$ cat src/tmx_pkg.sv
`default_nettype none
// Shared map, field layout and encodings of the 8-bit prescaler timer
package tmx_pkg;
    // Word-aligned byte offsets on the register bus
    localparam logic [7:0] OFS_MODE = 8'h00;
    localparam logic [7:0] OFS_PRE = 8'h04;
    localparam logic [7:0] OFS_CNT = 8'h08;
    localparam logic [7:0] OFS_SRC = 8'h0C;
    localparam logic [7:0] OFS_IST = 8'h10;
    localparam logic [7:0] OFS_IMSK = 8'h14;
    localparam logic [7:0] OFS_CAP = 8'h18;
    // Bit positions inside the mode register
    localparam int BIT_SEL_LO = 0;
    localparam int BIT_SEL_HI = 1;
    localparam int BIT_EXTRA = 2;
    localparam int BIT_RUN = 3;
    localparam int BIT_POL = 4;
    localparam int BIT_EDGE = 5;
    localparam int BIT_UF = 6;
    // Interrupt status and mask bit positions
    localparam int IRQ_UF = 0;
    localparam int IRQ_EDGE = 1;
    localparam int IRQ_N = 2;
    // Reset values of the reload, count and source select registers
    localparam logic [7:0] RST_PRE = 8'hFF;
    localparam logic [7:0] RST_CNT = 8'hFF;
    localparam logic [1:0] RST_SRC = 2'h0;
    // Divider exponent step per count source select code
    localparam int SRC_SHIFT_STEP = 2;
    // Operating mode select codes
    typedef enum logic [1:0] {
        TMX_MODE_TIMER = 2'b00,
        TMX_MODE_PULSE = 2'b01,
        TMX_MODE_EVENT = 2'b10,
        TMX_MODE_MEAS = 2'b11
    } tmx_mode_t;
    // Running state seen on the run bit
    typedef enum logic {
        TMX_STOPPED = 1'b0,
        TMX_RUNNING = 1'b1
    } tmx_run_t;
endpackage
`default_nettype wire

$ cat src/tmx_timer.sv
`default_nettype none
module tmx_timer #(
    parameter int CNT_W = 8,
    parameter int DIV_W = 6
) (
    input wire logic clk_i,
    input wire logic rst_i,
    input wire logic cyc_i,
    input wire logic stb_i,
    input wire logic we_i,
    input wire logic [7:0] adr_i,
    input wire logic [3:0] sel_i,
    input wire logic [31:0] dat_i,
    output logic [31:0] dat_o,
    output logic ack_o,
    input wire logic meas_i,
    output logic pulse_o,
    output logic run_o,
    output logic irq_o
);
    // Byte-wide bus data leaves no room for wider counters
    if (CNT_W < 2 || CNT_W > 8) begin : g_chk
        $error("tmx_timer: CNT_W must be 2..8");
    end

    // Mode register fields
    tmx_pkg::tmx_mode_t mode_r, mode_nxt; // Operating mode select
    logic extra_r, extra_nxt; // Additional mode bit
    logic pol_r, pol_nxt; // Measurement edge polarity
    logic cmd_r, cmd_nxt; // Start/stop command latch
    tmx_pkg::tmx_run_t run_r, run_nxt; // Running state shown on run bit
    logic edge_flag_r, edge_flag_nxt; // Active edge flag
    logic uf_flag_r, uf_flag_nxt; // Underflow flag
    // Counting state
    logic [CNT_W-1:0] pre_rld_r, pre_rld_nxt; // Prescaler reload
    logic [CNT_W-1:0] pre_cnt_r, pre_cnt_nxt; // Prescaler count
    logic [CNT_W-1:0] cnt_rld_r, cnt_rld_nxt; // Counter reload
    logic [CNT_W-1:0] cnt_r, cnt_nxt; // Counter
    logic [CNT_W-1:0] cap_r, cap_nxt; // Value caught at measured edge
    logic pend_r, pend_nxt; // Edge seen, waiting for prescaler underflow
    logic pulse_r, pulse_nxt; // Pulse output level
    logic [1:0] src_r, src_nxt; // Count source select
    logic [tmx_pkg::IRQ_N-1:0] ist_r, ist_nxt; // Sticky interrupt status
    logic [tmx_pkg::IRQ_N-1:0] imsk_r, imsk_nxt; // Interrupt mask
    // Bus slave state
    logic ack_r, ack_nxt;
    logic [31:0] rdat_r, rdat_nxt;
    // Internal strobes
    logic src_tick; // Count source tick from divider
    logic edge_evt; // Measurement edge pulse
    logic tick_c; // Tick feeding run flop and counters
    logic count_en; // Counting tick while running
    logic pre_uf; // Prescaler underflow
    logic uf_evt; // Counter underflow
    logic edge_set; // Edge flag set event
    logic ppm; // Pulse period measurement mode
    logic acc; // Access completes at this edge
    logic wr_mode, wr_pre, wr_cnt, wr_src, wr_msk, rd_ist;
    logic [7:0] wdb; // Write data byte
    logic [7:0] rmux; // Read multiplexer
    logic [tmx_pkg::IRQ_N-1:0] ev; // Events into status bits

    // Count source divider
    tmx_src_tick #(.DIV_W(DIV_W)) u_src (
        .clk_i(clk_i),
        .rst_i(rst_i),
        .sel_i(src_r),
        .tick_o(src_tick)
    );

    // Edge detector on the measurement pin
    tmx_edge_det u_edge (
        .clk_i(clk_i),
        .rst_i(rst_i),
        .sig_i(meas_i),
        .pol_i(pol_r),
        .edge_o(edge_evt)
    );

    // Decode; writes land on the edge where the master sees ack
    always_comb begin
        acc = cyc_i & stb_i & ack_r;
        wdb = dat_i[7:0];
        wr_mode = acc & we_i & sel_i[0] & (adr_i == tmx_pkg::OFS_MODE);
        wr_pre = acc & we_i & sel_i[0] & (adr_i == tmx_pkg::OFS_PRE);
        wr_cnt = acc & we_i & sel_i[0] & (adr_i == tmx_pkg::OFS_CNT);
        wr_src = acc & we_i & sel_i[0] & (adr_i == tmx_pkg::OFS_SRC);
        wr_msk = acc & we_i & sel_i[0] & (adr_i == tmx_pkg::OFS_IMSK);
        rd_ist = acc & ~we_i & (adr_i == tmx_pkg::OFS_IST);
        ppm = (mode_r == tmx_pkg::TMX_MODE_MEAS) & extra_r;
        // Event counter mode counts pin edges instead of source ticks
        tick_c = (mode_r == tmx_pkg::TMX_MODE_EVENT) ? edge_evt : src_tick;
        // Only an already-running tick counts; stop tick does not count
        count_en = tick_c & (run_r == tmx_pkg::TMX_RUNNING) & cmd_r;
        pre_uf = count_en & (pre_cnt_r == '0);
        uf_evt = pre_uf & (cnt_r == '0);
        edge_set = ppm & pre_uf & (pend_r | edge_evt);
    end

    // Mode register and run state next values
    always_comb begin
        mode_nxt = mode_r;
        extra_nxt = extra_r;
        pol_nxt = pol_r;
        cmd_nxt = cmd_r;
        run_nxt = run_r;
        edge_flag_nxt = edge_flag_r;
        uf_flag_nxt = uf_flag_r;
        if (wr_mode) begin
            // Mode and run bits accepted as written by software
            mode_nxt = tmx_pkg::tmx_mode_t'(wdb[tmx_pkg::BIT_SEL_HI:tmx_pkg::BIT_SEL_LO]);
            extra_nxt = wdb[tmx_pkg::BIT_EXTRA];
            pol_nxt = wdb[tmx_pkg::BIT_POL];
            cmd_nxt = wdb[tmx_pkg::BIT_RUN];
            // Flags are clear-only by software, and only when measuring
            if (ppm && !wdb[tmx_pkg::BIT_EDGE]) begin
                edge_flag_nxt = 1'b0;
            end
            if (ppm && !wdb[tmx_pkg::BIT_UF]) begin
                uf_flag_nxt = 1'b0;
            end
        end
        // Hardware set wins over a same-cycle clear
        if (edge_set) begin
            edge_flag_nxt = 1'b1;
        end
        if (uf_evt) begin
            uf_flag_nxt = 1'b1;
        end
        // Run flop follows the command latch on every tick only
        if (tick_c) begin
            run_nxt = cmd_r ? tmx_pkg::TMX_RUNNING : tmx_pkg::TMX_STOPPED;
        end
    end

    // Prescaler, counter, capture and pulse next values
    always_comb begin
        pre_rld_nxt = pre_rld_r;
        pre_cnt_nxt = pre_cnt_r;
        cnt_rld_nxt = cnt_rld_r;
        cnt_nxt = cnt_r;
        cap_nxt = cap_r;
        pend_nxt = pend_r;
        pulse_nxt = pulse_r;
        src_nxt = src_r;
        // Halted counters hold; the tick gates every decrement
        if (count_en) begin
            pre_cnt_nxt = pre_uf ? pre_rld_r : pre_cnt_r - CNT_W'(1);
        end
        if (pre_uf) begin
            cnt_nxt = uf_evt ? cnt_rld_r : cnt_r - CNT_W'(1);
        end
        // Measured edge is resolved at the next prescaler underflow
        if (ppm && edge_evt) begin
            pend_nxt = 1'b1;
        end
        if (edge_set) begin
            cap_nxt = cnt_r;
            cnt_nxt = cnt_rld_r;
            pend_nxt = 1'b0;
        end
        if (!ppm) begin
            pend_nxt = 1'b0;
        end
        if (uf_evt && mode_r == tmx_pkg::TMX_MODE_PULSE) begin
            pulse_nxt = ~pulse_r;
        end
        // Software loads win over counting in the same cycle
        if (wr_pre) begin
            pre_rld_nxt = wdb[CNT_W-1:0];
            pre_cnt_nxt = wdb[CNT_W-1:0];
        end
        if (wr_cnt) begin
            cnt_rld_nxt = wdb[CNT_W-1:0];
            cnt_nxt = wdb[CNT_W-1:0];
        end
        if (wr_src) begin
            src_nxt = wdb[1:0];
        end
    end

    // Events into sticky status, one per bit
    assign ev[tmx_pkg::IRQ_UF] = uf_evt;
    assign ev[tmx_pkg::IRQ_EDGE] = edge_set;
    for (genvar i = 0; i < tmx_pkg::IRQ_N; i++) begin : g_ist
        // Read clears, but an event in the same cycle survives
        assign ist_nxt[i] = ev[i] | (ist_r[i] & ~rd_ist);
    end

    // Mask and bus slave next values
    always_comb begin
        imsk_nxt = imsk_r;
        if (wr_msk) begin
            imsk_nxt = wdb[tmx_pkg::IRQ_N-1:0];
        end
        // Live values; every register reads as one byte, nothing is latched
        case (adr_i)
            tmx_pkg::OFS_MODE: rmux = {1'b0, uf_flag_r, edge_flag_r, pol_r,
                run_r, extra_r, mode_r};
            tmx_pkg::OFS_PRE: rmux = 8'(pre_cnt_r);
            tmx_pkg::OFS_CNT: rmux = 8'(cnt_r);
            tmx_pkg::OFS_SRC: rmux = {6'h00, src_r};
            tmx_pkg::OFS_IST: rmux = 8'(ist_r);
            tmx_pkg::OFS_IMSK: rmux = 8'(imsk_r);
            tmx_pkg::OFS_CAP: rmux = 8'(cap_r);
            default: rmux = 8'h00;
        endcase
        // Ack one cycle after request, unmapped answers zero
        ack_nxt = cyc_i & stb_i & ~ack_r;
        rdat_nxt = ack_nxt ? {24'h000000, rmux} : rdat_r;
    end

    // Registers only
    always_ff @(posedge clk_i) begin
        if (rst_i) begin
            mode_r <= tmx_pkg::TMX_MODE_TIMER;
            extra_r <= 1'b0;
            pol_r <= 1'b0;
            cmd_r <= 1'b0;
            run_r <= tmx_pkg::TMX_STOPPED;
            edge_flag_r <= 1'b0;
            uf_flag_r <= 1'b0;
            pre_rld_r <= CNT_W'(tmx_pkg::RST_PRE);
            pre_cnt_r <= CNT_W'(tmx_pkg::RST_PRE);
            cnt_rld_r <= CNT_W'(tmx_pkg::RST_CNT);
            cnt_r <= CNT_W'(tmx_pkg::RST_CNT);
            cap_r <= '0;
            pend_r <= 1'b0;
            pulse_r <= 1'b0;
            src_r <= tmx_pkg::RST_SRC;
            ist_r <= '0;
            imsk_r <= '0;
            ack_r <= 1'b0;
            rdat_r <= 32'h00000000;
        end else begin
            mode_r <= mode_nxt;
            extra_r <= extra_nxt;
            pol_r <= pol_nxt;
            cmd_r <= cmd_nxt;
            run_r <= run_nxt;
            edge_flag_r <= edge_flag_nxt;
            uf_flag_r <= uf_flag_nxt;
            pre_rld_r <= pre_rld_nxt;
            pre_cnt_r <= pre_cnt_nxt;
            cnt_rld_r <= cnt_rld_nxt;
            cnt_r <= cnt_nxt;
            cap_r <= cap_nxt;
            pend_r <= pend_nxt;
            pulse_r <= pulse_nxt;
            src_r <= src_nxt;
            ist_r <= ist_nxt;
            imsk_r <= imsk_nxt;
            ack_r <= ack_nxt;
            rdat_r <= rdat_nxt;
        end
    end

    assign ack_o = ack_r;
    assign dat_o = rdat_r;
    assign pulse_o = pulse_r;
    assign run_o = run_r;
    assign irq_o = |(ist_r & imsk_r);
endmodule
`default_nettype wire

$ cat src/tmx_src_tick.sv
`default_nettype none
// Count source: one-cycle tick every 4^sel clocks
module tmx_src_tick #(
    parameter int DIV_W = 6
) (
    input wire logic clk_i,
    input wire logic rst_i,
    input wire logic [1:0] sel_i,
    output logic tick_o
);
    // Divider must hold the longest ratio
    if (DIV_W < 3 * tmx_pkg::SRC_SHIFT_STEP) begin : g_chk
        $error("tmx_src_tick: DIV_W too small");
    end

    logic [DIV_W-1:0] div_r; // Free-running divider
    logic [DIV_W-1:0] div_nxt;
    logic tick_r; // Registered tick
    logic tick_nxt;
    logic [DIV_W-1:0] mask; // Low bits that must be all ones

    // Divider next state; ratio changes act at once, may give one short period
    always_comb begin
        mask = DIV_W'((1 << (tmx_pkg::SRC_SHIFT_STEP * int'(sel_i))) - 1);
        div_nxt = div_r + DIV_W'(1);
        tick_nxt = ((div_r & mask) == mask);
    end

    // Registers only
    always_ff @(posedge clk_i) begin
        if (rst_i) begin
            div_r <= '0;
            tick_r <= 1'b0;
        end else begin
            div_r <= div_nxt;
            tick_r <= tick_nxt;
        end
    end

    assign tick_o = tick_r;
endmodule
`default_nettype wire

$ cat src/tmx_edge_det.sv
`default_nettype none
// Edge detector on the measurement pin, polarity selectable
module tmx_edge_det (
    input wire logic clk_i,
    input wire logic rst_i,
    input wire logic sig_i,
    input wire logic pol_i,
    output logic edge_o
);
    logic prev_r; // Last sampled level
    logic edge_r; // Registered edge pulse
    logic edge_nxt;

    // Rising edge when pol is 0, falling edge when pol is 1
    always_comb begin
        edge_nxt = pol_i ? (prev_r & ~sig_i) : (~prev_r & sig_i);
    end

    // Registers only
    always_ff @(posedge clk_i) begin
        if (rst_i) begin
            prev_r <= 1'b0;
            edge_r <= 1'b0;
        end else begin
            prev_r <= sig_i;
            edge_r <= edge_nxt;
        end
    end

    assign edge_o = edge_r;
endmodule
`default_nettype wire

$ cat config.mk
export PLATFORM = sky130hd
export DESIGN_NAME = tmx_timer
export DESIGN_NICKNAME = d
export VERILOG_FILES = /design/src/tmx_pkg.sv /design/src/tmx_timer.sv /design/src/tmx_src_tick.sv /design/src/tmx_edge_det.sv
export SDC_FILE = /design/constraint.sdc
export NUM_CORES = 1
export LEC_CHECK = 0
export BUFFER_PORTS_ARGS = -buffer_cell sky130_fd_sc_hd__buf_2
export CELL_PAD_IN_SITES_DETAIL_PLACEMENT = 1
export CELL_PAD_IN_SITES_GLOBAL_PLACEMENT = 2
export CORE_UTILIZATION = 29
export CTS_BUF_LIST = sky130_fd_sc_hd__clkbuf_8
export CTS_CLUSTER_DIAMETER = 80
export DETAILED_ROUTE_END_ITERATION = 8
export HOLD_SLACK_MARGIN = 0.02
export PLACE_DENSITY_LB_ADDON = 0.2
export SETUP_SLACK_MARGIN = 0.2
export SYNTH_ARGS = -nofsm -noshare
export SYNTH_HDL_FRONTEND = slang
export SYNTH_SLANG_ARGS = --single-unit
$ cat constraint.sdc
create_clock -name clk_i -period 2.5 [get_ports clk_i]
set_input_delay 0.25 -clock clk_i [delete_from_list [all_inputs] [get_ports clk_i]]
set_output_delay 0.25 -clock clk_i [all_outputs]
set_load 0.02 [all_outputs]
* Word-level counts from Yosys, hierarchy flattened
Index checks and enable logic that the tools add are counted.
** Storage, ports and cells
- Register bits :: 74
- Input port bits :: 50
- Output and inout bits :: 36
- Word-level logic and storage cells :: 109
** Operators by class
- Add/sub/neg operators :: 4
- Equality and inequality tests :: 10
- Shift operators :: 1
- Muxes and demuxes :: 17
- Bitwise operators :: 35
- Reductions and logical operators :: 19
** Operators with widths (number)
- $mux W8 :: 7
- $pmux W8 S7 :: 1
- $eq A8 B5 Y1 const B :: 3
- $logic_not A8 Y1 :: 3
- $and A1 B1 Y1 :: 23
- $eq A8 B4 Y1 const B :: 2
- $sub A8 B1 Y8 const B :: 2
- $reduce_bool A2 Y1 :: 5
- $mux W1 :: 9
- $eq A8 B3 Y1 const B :: 1
- $not A1 Y1 :: 7
- $add A6 B1 Y6 const B :: 1
- $and A6 B6 Y6 :: 1
- $eq A6 B6 Y1 :: 1
- $shl A1 B3 Y6 const A :: 1
- $sub A6 B2 Y6 const B :: 1
- $eq A2 B2 Y1 const B :: 2
- $logic_and A1 B1 Y1 :: 4
- $reduce_and A2 Y1 :: 2
- $or A1 B1 Y1 :: 3
- $reduce_bool A3 Y1 :: 1
- $reduce_or A3 Y1 :: 1
- $and A2 B2 Y2 :: 1
- $eq A2 B1 Y1 const B :: 1
- 2 further kinds :: 3

* Depth between registers and ports, before layout
Gate-level depths: netlist of the first run.
- Depth in word-level cells :: 10
- Depth in mapped cells :: 8

* Hierarchy
A second synthesis of the first run with hierarchy kept.
** Second synthesis, totals
- Cell total of the unflattened synthesis :: 460
- Area total of the unflattened synthesis :: 3872.5 um2
** By module, submodules not included
- tmx_timer :: times used 1, cells an instance 427, area an instance 3540.9 um2
- tmx_src_tick :: times used 1, cells an instance 27, area an instance 260.2 um2
- tmx_edge_det :: times used 1, cells an instance 6, area an instance 71.3 um2

* Least setup slack after synthesis of the first run
Ideal clock, no wire load.
- Path type :: register to register
- Start :: register pre_cnt_r[0]
- End :: register cap_r[7]
- Setup time :: 0.128 ns
- Arrival :: 2.446 ns
- Setup slack :: -0.073 ns
- Cell stages (with the launch flop) :: 9
- Path buffers :: 1
- Path through :: dfxtp_1 -> inv_1 -> ha_1 -> or4b_4 -> or4_1 -> buf_2 -> nor4_4 -> mux2i_1 -> nor2_1
** Between the ends
- Cells in the longest elaborated chain, start to end :: 4
** RTL lines
- from (decl) :: RTL line tmx_timer.sv:36 : logic [CNT_W-1:0] pre_cnt_r, pre_cnt_nxt;
- from (signal assigned) :: RTL line tmx_timer.sv:224 : pre_cnt_r <= CNT_W'(tmx_pkg::RST_PRE);
- from (signal assigned) :: RTL line tmx_timer.sv:244 : pre_cnt_r <= pre_cnt_nxt;
- $logic_not A8 Y1 :: RTL line tmx_timer.sv:95 : pre_uf = count_en & (pre_cnt_r == '0);
- $and A1 B1 Y1 :: RTL line tmx_timer.sv:95
- $and A1 B1 Y1 (2 in series) :: RTL line tmx_timer.sv:97 : edge_set = ppm & pre_uf & (pend_r | edge_evt);
- to (signal assigned) :: RTL line tmx_timer.sv:247 : cap_r <= cap_nxt;
- to (decl) :: RTL line tmx_timer.sv:39 : logic [CNT_W-1:0] cap_r, cap_nxt;
No other way between the ends.
A chain may end at the register's enable or synchronous reset.

* Worst setup path after layout of the first run
- Start :: register pre_cnt_r[1]
- End :: register pulse_r (netlist: pulse_o)
** Between the ends
- Cells in the longest elaborated chain, start to end :: 4
** RTL lines
- $logic_not A8 Y1 :: RTL line tmx_timer.sv:95
- $and A1 B1 Y1 :: RTL line tmx_timer.sv:95
- $and A1 B1 Y1 :: RTL line tmx_timer.sv:96 : uf_evt = pre_uf & (cnt_r == '0);
- $logic_and A1 B1 Y1 :: RTL line tmx_timer.sv:165 : if (uf_evt && mode_r == tmx_pkg::TMX_MODE_PULSE) begin
- to (signal assigned) :: RTL line tmx_timer.sv:249 : pulse_r <= pulse_nxt;
- to (decl) :: RTL line tmx_timer.sv:41 : logic pulse_r, pulse_nxt;
No other way between the ends.

==> results.ini, run 1 <==
[synthesis]
synth-simple-area-share_pct = 22.9
synthFlopType = dfxtp_1
yosysSeqAreaShare_pct = 39.2
synth_edf_count = 0
netlist.area_leader.share_pct = 39.2
synthCells = 451
synth-compound-area-share_pct = 16.8
synth_area_per_cell_um2 = 8.38
synthTopCellsByArea = dfxtp_1, mux2i_1, nor2_1
synth_xor_area_share_pct = 1.62
synthArstFlopShare_pct = 0
ys_ff_latch = 74
synth_adder_area_share_pct = 1.32
synth_top_family_by_area = simple AND/OR/NAND/NOR gates
synthesis.area_mm2 = 0.00378
synth.distinct_cells = 54
synth_largest_area_cell = dfxtp_1
synth_warnings = 0
muxShareOfSynthArea_pct = 10.1

[cts]
clkLatencyLatePin_ns = 0.36
cts_tree = done
clockBufferDepth = 2
numClockSinks = 74
cts_max_level = 3
cts_buffers = 9
cts_hold_buf = 0
clockRootBuffer = clkbuf_8
path_clk_slew_ns = 0.08

[critical_path]
cp-start-kind = register
crit_path_end_kind = register
path_class = reg2reg
required_ns = 2.79
worstPathArrival_ns = 2.60
crit_fanout = 4

[grt]
gr-total-overflow = 0
grt_max_degree = 37
track_usage_pct = 18.9
antenna_found_initial = 0
grt_pass1_vias = 3371
grt_pass1_wl_mm = 18.8

[finish]
finish.net_count = 555
layout-drive-gt1-share_pct = 18.6
antenna_cells = 0
syn_to_final_growth_pct = 18.5

[floorplan]
io_pins = 86
dieWidth_um = 116
die_area_mm2 = 0.0135
core_area_mm2 = 0.0127
die_h_um = 116
row_count = 41
start_util_pct = 29.8

[job]
maxCapViolCount = 0

[routing]
first_pass_iters = 4
via_per_inst = 5.03
dr.first_iter.drc_count = 145
vias = 3408
drc_errors = 0
wl_mm = 12.0
wl_per_cell_um = 17.7
ant_nets = 0

[placed_design]
dp_slack_ns = 0.0987
dp_hpwl_mm = 8.90
io_buffers = 34
gp_congestion = 0.814

[power]
ir_worst_vdd_mv = 0.154
powerDensity_mw_per_mm2 = 542
leakage_uw = 0.00179

[sta]
maxSlewHeadroom_pct = 60.3
fin_ws_ns = 0.189
slew_viol_final = 0
tns_ns = 0
tightest_slew_ns = 0.593
finClkSkew_ns = 0.00639
fmax_mhz = 433
rsz0062_at_grt = yes
fin_crit_ns = 2.31
setup_viol = 0
period_share_pct = 92.4
hold_violations = 0

[run_status]
status = completed

[worst_hold_path]
worstHoldPathType = in2reg

cell usage after synthesis, types with 7 or more instances:
master    number
o211ai_1       7
a21oi_1       20
nand2_1       50
inv_1         12
o21ai_0       24
nor2_1        58
nand3_1       16
mux2i_1       29
dfxtp_1       74
nor3_1        13
buf_4         24
clkbuf_1      15
a32oi_1        7
final cells by class:
type,instances,area (um^2)
fillers,1536,8190
inverters,12,47.5
multi-input cells,344,2120
well taps,172,215
clock buffers,11,151
repair buffers,60,385
clock inverters,4,67.6
flip-flops and latches,74,1490
critical path, stage by stage (launching register included):
cell     delay, ns
dfxtp_4       0.36
inv_4         0.05
ha_4          0.12
or4b_4        0.45
buf_4         0.15
buf_6         0.11
nor4_4        0.11
buf_4         0.17
nand4_1       0.21
or3_1         0.39
a21oi_2       0.11
per-stage QoR:
stage                     area, um^2  std cells  total power [uW]  hold WS [ns]  util [%]
after detailed placement        4200        658              1390         0.440      33.1
final                           4480        677              2430         0.140      35.3
after global placement          4200        658              1390         0.423      33.1
after global routing            4480        677              2520         0.153      35.3
after floorplan                 3890        474              1350         0.341         -
after CTS                       4450        676              2460         0.131      35.1
per-layer routing:
| metal | vias to the layer above | track usage (%) | wire length (um) |
|---|---|---|---|
| met5 | - | 0 | 0 |
| met4 | 0 | 8.63 | 281 |
| met3 | 20 | 2.65 | 284 |
| met2 | 55 | 30.0 | 5480 |
| met1 | 1655 | 25.4 | 5970 |
| li1 | 1678 | - | - |
registers in the layout (all words and copies together), names as in the netlist, 2 cells and up:
name,count
pre_rld_r,8
pre_cnt_r,8
cap_r,8
cnt_rld_r,8
imsk_r,2
src_r,2
cnt_r,8
dat_o,8
u_src.div_r,6
ist_r,2
mode_r,2
where the power goes:
part	internal, uW	switching [uW]
sequential	1180	6.36
combinational	45.4	124
clock	605	463
cells by family after synthesis:
family	after synthesis
simple gates	177
compound gates	96
flops	74
buf+inv	56
mux	36
xor+xnor	7
fa+ha+maj	4
other cells	1
what timing repair did:
item                                    CTS  global route
endpoints found under the setup margin   18            19
pin swaps                                 0             5
gates cloned                              0             0
buffers inserted                          3             1
gates resized for setup                   2             5
path summary, 6_finish.rpt:
kind | startpoint | end | slack (ns) | cells past startpoint
max | pre_cnt_r[1] | pulse_o | 0.19 | 10
min | meas_i | u_edge.prev_r | 0.14 | 2
max reg2reg | pre_cnt_r[1] | pulse_o | 0.19 | 10
min reg2reg | u_src.div_r[0] | u_src.div_r[0] | 0.44 | 1
cells in the final DEF (no fill, tap or decap), types with 3 or more instances in the layout:
cell type,n
nand4_1,3
nand2b_1,3
nand3_1,16
or4_1,3
o21ai_0,24
a22o_1,6
o31ai_1,3
mux2i_1,29
buf_4,23
a22oi_1,3
nor2_1,58
buf_2,34
conb_1,24
dfxtp_1,72
nor3_1,13
a31oi_1,6
clkbuf_8,11
mux2_2,6
xnor2_1,4
xor2_1,3
nand2_1,50
or3_1,3
ha_1,3
a21oi_1,19
o211ai_1,7
inv_1,12
nor3b_1,6
nor4_1,3
a32oi_1,7
nor2b_1,4
Power figures use the tool's default switching activity.
==> run 2: changes to the inputs <==
--- a/config.mk
+++ b/config.mk
@@ -16,2 +16,3 @@
 export PLACE_DENSITY_LB_ADDON = 0.2
+export RECOVER_POWER = 50
 export SETUP_SLACK_MARGIN = 0.2
==> constraint.sdc (replaced) <==
create_clock -name clk_i -period 2.5 [get_ports clk_i]
set_input_delay 0.375 -clock clk_i [delete_from_list [all_inputs] [get_ports clk_i]]
set_output_delay 0.375 -clock clk_i [all_outputs]
set_load 0.02 [all_outputs]
==> results.ini, run 2 (synthesis results as in run 1) <==
[finish]
utilization_pct = 35.6  ; was 35.3%
fillers = 1557  ; was 1,536
final_common_cell = dfxtp_1  ; unchanged
syn_to_final_growth_pct = 19.6  ; was 18.5%
layout_common_cells = dfxtp_1, nor2_1, nand2_1  ; unchanged
finish.net_count = 559  ; was 555
layout-drive-gt1-share_pct = 16.9  ; was 18.6%
antenna_cells = 0  ; unchanged
final_cell_area_mm2 = 0.00452  ; was 0.00448 mm^2

[placed_design]
gp_congestion = 0.784  ; was 0.814
io_buffers = 34  ; unchanged
placed_area_mm2 = 0.00422  ; was 0.00420 mm^2
dp_hpwl_mm = 8.80  ; was 8.90 mm
dp_slack_ns = 0.113  ; was 0.0987 ns

[grt]
gr-total-overflow = 0  ; unchanged
antenna_found_initial = 0  ; unchanged
grt_pass1_vias = 3474  ; was 3,371
grt_pass1_wl_mm = 19.2  ; was 18.8 mm
track_usage_pct = 19.4  ; was 18.9%
grt_max_degree = 34  ; was 37

[worst_hold_path]
worstHoldStart = meas_i  ; unchanged
hold_path_end = u_edge.prev_r  ; unchanged
hold_depth = 2  ; unchanged
worstHoldPathType = in2reg  ; unchanged

[sta]
fin_crit_ns = 2.33  ; was 2.31 ns
tns_ns = 0  ; unchanged
rsz0062_at_grt = yes  ; unchanged
finClkSkew_ns = 0.00872  ; was 0.00639 ns
tightest_slew_ns = 0.712  ; was 0.593 ns
setup_viol = 0  ; unchanged
slew_viol_final = 0  ; unchanged
period_share_pct = 93.2  ; was 92.4%
fin_ws_ns = 0.170  ; was 0.189 ns
fmax_mhz = 429  ; was 433 MHz
hold_violations = 0  ; unchanged
maxSlewHeadroom_pct = 52.5  ; was 60.3%

[floorplan]
die_h_um = 116  ; unchanged
start_util_pct = 29.8  ; unchanged
io_pins = 86  ; unchanged
row_count = 41  ; unchanged
dieWidth_um = 116  ; unchanged
core_area_mm2 = 0.0127  ; unchanged
die_area_mm2 = 0.0135  ; unchanged

[routing]
wl_mm = 11.9  ; was 12.0 mm
first_pass_iters = 4  ; unchanged
dr.first_iter.drc_count = 183  ; was 145
ant_nets = 0  ; unchanged
wl_per_cell_um = 17.5  ; was 17.7 um
via_per_inst = 5.02  ; was 5.03
vias = 3427  ; was 3,408
drc_errors = 0  ; unchanged

[cts]
cts_buffers = 9  ; unchanged
cts_max_level = 3  ; unchanged
clkLatencyLatePin_ns = 0.37  ; was 0.36 ns
cts_hold_buf = 0  ; unchanged
path_clk_slew_ns = 0.08  ; about the same
clockRootBuffer = clkbuf_8  ; unchanged
cts_tree = done  ; unchanged
clockBufferDepth = 2  ; unchanged
numClockSinks = 74  ; unchanged

[critical_path]
crit_path_end_kind = register  ; unchanged
reg2regPathDepth = 8  ; was 10
rrSetupSlack_ns = 0.17  ; was 0.19 ns
worstPathArrival_ns = 2.58  ; was 2.60 ns
path_class = reg2reg  ; unchanged
required_ns = 2.75  ; was 2.79 ns
crit_fanout = 8  ; was 4
cp-start-kind = register  ; unchanged
reg2reg_from = pre_cnt_r[1]  ; unchanged
r2r_end = cap_r[2]  ; was pulse_o

[run_status]
status = completed  ; unchanged

[job]
maxCapViolCount = 0  ; unchanged

[power]
leakage_uw = 0.00172  ; was 0.00179 uW
ir_worst_vdd_mv = 0.332  ; was 0.154 mV
powerDensity_mw_per_mm2 = 551  ; was 542 mW/mm^2

[run 2: metrics by stage]
stage          instances  hold WS, ns  power [uW]
3_3_place_gp         661        0.424        1390
4_1_cts              681        0.239        2540
2_1_floorplan        474        0.413        1350
6_report             682        0.255        2490
3_5_place_dp         661        0.444        1390
5_1_grt              682        0.251        2600
[run 2: layer usage]
metal	vias to the layer above	global-route usage, %	part of all wire, %
met2	66	30.9	47
met4	0	5.73	0.75
met1	1670	25.9	49
met5	-	0	0
li1	1685	-	-
met3	6	4.72	3.5
[run 2: area by class of cell]
cell class,count,area [um^2],share of cell area (%)
clock inverter,7,110,2.44
multi-input combinational,344,2150,47.6
timing repair buffer,64,384,8.50
tap,172,215,4.76
clock buffer,9,124,2.74
sequential,74,1490,32.9
inverter,12,47.5,1.05
[run 2: worst max path at each step]
| stage | slack (ns) | endpoint | from | depth (start not counted) |
|---|---|---|---|---|
| 5_1_grt | 0.09 | cap_r[2] | pre_cnt_r[1] | 8 |
| 2_1_floorplan | -0.02 | cap_r[7] | pre_cnt_r[1] | 8 |
| 3_3_place_gp | 0.12 | cap_r[6] | pre_cnt_r[1] | 8 |
| 3_5_place_dp | 0.11 | cap_r[6] | pre_cnt_r[1] | 8 |
| 4_1_cts | 0.15 | cnt_r[3] | pre_cnt_r[1] | 9 |
| 6_report | 0.17 | cap_r[2] | pre_cnt_r[1] | 8 |
[run 2: critical path: stages, from the launching register on]
cell	delay (ns)
dfxtp_4	0.36
inv_4	0.05
ha_4	0.12
or4b_4	0.46
or4_4	0.46
nor4_4	0.32
buf_12	0.18
mux2i_2	0.20
nor2_1	0.05
[run 2: power by group]
part | internal, uW | switching (uW) | total [uW] | leakage [uW]
Sequential | 1180 | 6.75 | 1190 | 0.000598
Combinational | 44.8 | 123 | 168 | 0.00100
Clock | 654 | 478 | 1130 | 0.000122
[run 2: repair_timing]
item / CTS / global route
gates resized for setup: 9 / 6
pin swaps: 6 / 11
setup buffers: 3 / 1
setup endpoints to repair: 18 / 20
cloned: 1 / 0
hold endpoints to repair: 0 / 0
==> run 3: changes to the inputs <==
ABC_AREA = 1   (was unset)
CORE_UTILIZATION = 27   (was 29)
SLEW_MARGIN = 5   (was unset)
==> results.ini, run 3 <==
[cts]
cts_buffers = 9  ; unchanged
path_clk_slew_ns = 0.07  ; was 0.08 ns
clockRootBuffer = clkbuf_8  ; unchanged
clockBufferDepth = 2  ; unchanged
cts_max_level = 3  ; unchanged
ctsResizeCount = 0  ; was 9
clkLatencyLatePin_ns = 0.37  ; about the same
cts_tree = done  ; unchanged
numClockSinks = 74  ; unchanged
cts_setup_buffers = 0  ; was 3
cts_hold_buf = 0  ; unchanged

[routing]
drc_errors = 0  ; unchanged
via_per_inst = 4.54  ; was 5.02
wl_mm = 11.9  ; about the same
wl_per_cell_um = 14.9  ; was 17.5 um
first_pass_iters = 4  ; unchanged
vias = 3614  ; was 3,427
ant_nets = 0  ; unchanged
dr.first_iter.drc_count = 83  ; was 183

[sta]
slew_viol_final = 0  ; unchanged
fin_crit_ns = 2.11  ; was 2.33 ns
maxSlewHeadroom_pct = 19.5  ; was 52.5%
tns_ns = 0  ; unchanged
fmax_mhz = 474  ; was 429 MHz
holdWs_ns = 0.247  ; was 0.255 ns
rsz0062_at_grt = no  ; was yes
setup_viol = 0  ; unchanged
finClkSkew_ns = 0.00832  ; was 0.00872 ns
period_share_pct = 84.4  ; was 93.2%
hold_violations = 0  ; unchanged
tightest_slew_ns = 1.21  ; was 0.712 ns

[synthesis]
synthFlopType = dfxtp_1  ; unchanged
synth_warnings = 0  ; unchanged
synth_largest_area_cell = dfxtp_1  ; unchanged
synthTopCellsByArea = dfxtp_1, nand2_1, inv_1  ; was dfxtp_1, mux2i_1, nor2_1
synth_area_per_cell_um2 = 6.78  ; was 8.38 um^2
synthesis.area_mm2 = 0.00387  ; was 0.00378 mm^2
synth_edf_count = 0  ; unchanged
netlist.area_leader.share_pct = 38.3  ; was 39.2%
synthArstFlopShare_pct = 0  ; unchanged
ys_ff_latch = 74  ; unchanged
synthCells = 571  ; was 451
yosysSeqAreaShare_pct = 38.3  ; was 39.2%
post-synth-top-count-cell = nand2_1  ; was dfxtp_1
ys_top_cells_by_count = nand2_1, dfxtp_1, inv_1, nor2_1, nand3_1  ; was dfxtp_1, nor2_1, nand2_1, mux2i_1
synth.distinct_cells = 36  ; was 54

[finish]
layout-drive-gt1-share_pct = 11.0  ; was 16.9%
syn_to_final_growth_pct = 12.2  ; was 19.6%
antenna_cells = 0  ; unchanged
multiInputGateArea_mm2 = 0.00194  ; was 0.00215 mm^2
layout_common_cells = nand2_1, dfxtp_1, inv_1  ; was dfxtp_1, nor2_1, nand2_1
finish.net_count = 665  ; was 559
final_common_cell = nand2_1  ; was dfxtp_1
regArea_mm2 = 0.00148  ; was 0.00149 mm^2
fillers = 1793  ; was 1,557

[critical_path]
cp_slowest_cell = clkbuf_1  ; was or4b_4
cp-start-kind = primary input  ; was register
crit_fanout = 23  ; was 8
path_class = in2reg  ; was reg2reg
slowest_delay_ns = 0.86  ; was 0.46 ns
crit_path_end_kind = register  ; unchanged
required_ns = 2.80  ; was 2.75 ns
path_cells = clkbuf_1 -> inv_1 -> clkbuf_2 -> o21ai_0 -> o21bai_1  ; was inv_4 -> ha_4 -> or4b_4 -> or4_4 -> nor4_4 -> buf_12 -> mux2i_2 -> nor2_1
worstPathArrival_ns = 2.41  ; was 2.58 ns

[floorplan]
dieWidth_um = 122  ; was 116 um
die_h_um = 122  ; was 116 um
io_pins = 86  ; unchanged
start_util_pct = 27.8  ; was 29.8%
die_area_mm2 = 0.0148  ; was 0.0135 mm^2
core_area_mm2 = 0.0139  ; was 0.0127 mm^2
row_count = 43  ; was 41

[placed_design]
gp_congestion = 0.770  ; was 0.784
io_buffers = 34  ; unchanged
dp_hpwl_mm = 8.97  ; was 8.80 mm

[grt]
grt_max_degree = 24  ; was 34
grt_pass1_wl_mm = 19.5  ; was 19.2 mm
antenna_found_initial = 0  ; unchanged
gr-total-overflow = 0  ; unchanged
grt_pass1_vias = 3703  ; was 3,474
track_usage_pct = 17.6  ; was 19.4%

[power]
p_int_uw = 1720  ; was 1880 uW
switching_share_pct = 24.9  ; was 24.4%
powerDensity_mw_per_mm2 = 528  ; was 551 mW/mm^2
leakage_uw = 0.00209  ; was 0.00172 uW
ir_worst_vdd_mv = 0.198  ; was 0.332 mV
pwr-share-seq_pct = 51.9  ; was 47.8%
pwr-share-clk_pct = 42.0  ; was 45.4%
p_switching_uw = 572  ; was 607 uW
p_comb_share_pct = 6.1  ; was 6.7%

[job]
maxCapViolCount = 0  ; unchanged

[run_status]
status = completed  ; unchanged

[worst_hold_path]
worstHoldPathType = in2reg  ; unchanged

==> run 3: cell count changes after synthesis, sizes merged, moves of 7 or more <==
| cell | previous run | this run |
|---|---|---|
| a21oi | 20 | 32 |
| a32oi | 7 | 0 |
| clkbuf | 15 | 6 |
| inv | 12 | 72 |
| mux2i | 29 | 0 |
| nand2 | 50 | 151 |
| nand3 | 16 | 46 |
| nor2 | 58 | 69 |
| nor3 | 14 | 5 |
| o21ai | 24 | 47 |
==> run 3: area by class of cell <==
cell class | instances | area share, %
Timing Repair Buffer | 43 | 4.98
Clock buffer | 11 | 3.49
Multi-Input combinational cell | 408 | 44.6
Sequential cell | 74 | 34.1
Tap cell | 180 | 5.18
Clock inverter | 5 | 1.07
Inverter | 75 | 6.54
==> run 3: stage by stage <==
step                      utilization (%)  power (uW)  setup slack (ns)  instance area, um^2  std cells
after detailed placement             29.9        1360             0.352                 4170        780
after CTS                            31.4        2350             0.303                 4370        796
after floorplan                         -        1340             0.864                 3960        594
after global placement               29.9        1360             0.397                 4170        780
final                                31.2        2290             0.391                 4340        796
after global routing                 31.2        2420             0.131                 4340        796
==> run 3: final timing paths <==
| check | from | end | slack [ns] | cells past startpoint |
|---|---|---|---|---|
| hold / removal | meas_i | u_edge.prev_r | 0.25 | 3 |
| setup / recovery | rst_i | pre_rld_r[0] | 0.39 | 5 |
| hold reg to reg | u_src.div_r[0] | u_src.div_r[0] | 0.46 | 1 |
| setup reg to reg | pre_cnt_r[1] | cap_r[7] | 0.43 | 10 |
==> run 3: per-layer routing <==
metal  track usage [%]  vias to the layer above  routed length (um)
met1              21.8                     1716                5580
met5                 0                        -                   0
li1                  -                     1834                   -
met3              5.20                       16                 434
met4              5.17                        0                 206
met2              29.3                       48                5640
==> run 3: worst max-delay path: cells and delay by family <==
family / cells / cell delay (ns)
AOI/OAI and AO/OA: 2 / 0.35
buffers and inverters: 3 / 1.66
==> run 3: cell families (layout without fill, tap and decap cells) <==
group | Yosys count | after routing | share of synthesized area (%)
AO/OA/AOI/OAI | 87 | 87 | 12.2
XOR/XNOR | 12 | 12 | 2.71
adder cells (fa/ha/maj) | 4 | 4 | 1.29
buffers and inverters | 112 | 134 | 13.8
flip-flops | 74 | 74 | 38.3
other | 1 | 24 | 0.0968
AND/OR/NAND/NOR | 281 | 281 | 31.7
==> run 3: power by group through the flow <==
stage / sequential [uW] / combinational (uW) / clock [uW]
finish: 1190 / 141 / 963
global route: 1190 / 159 / 1070
CTS: 1190 / 146 / 1010
detailed placement: 1220 / 146 / 0
global placement: 1220 / 142 / 0
floorplan: 1220 / 119 / 0
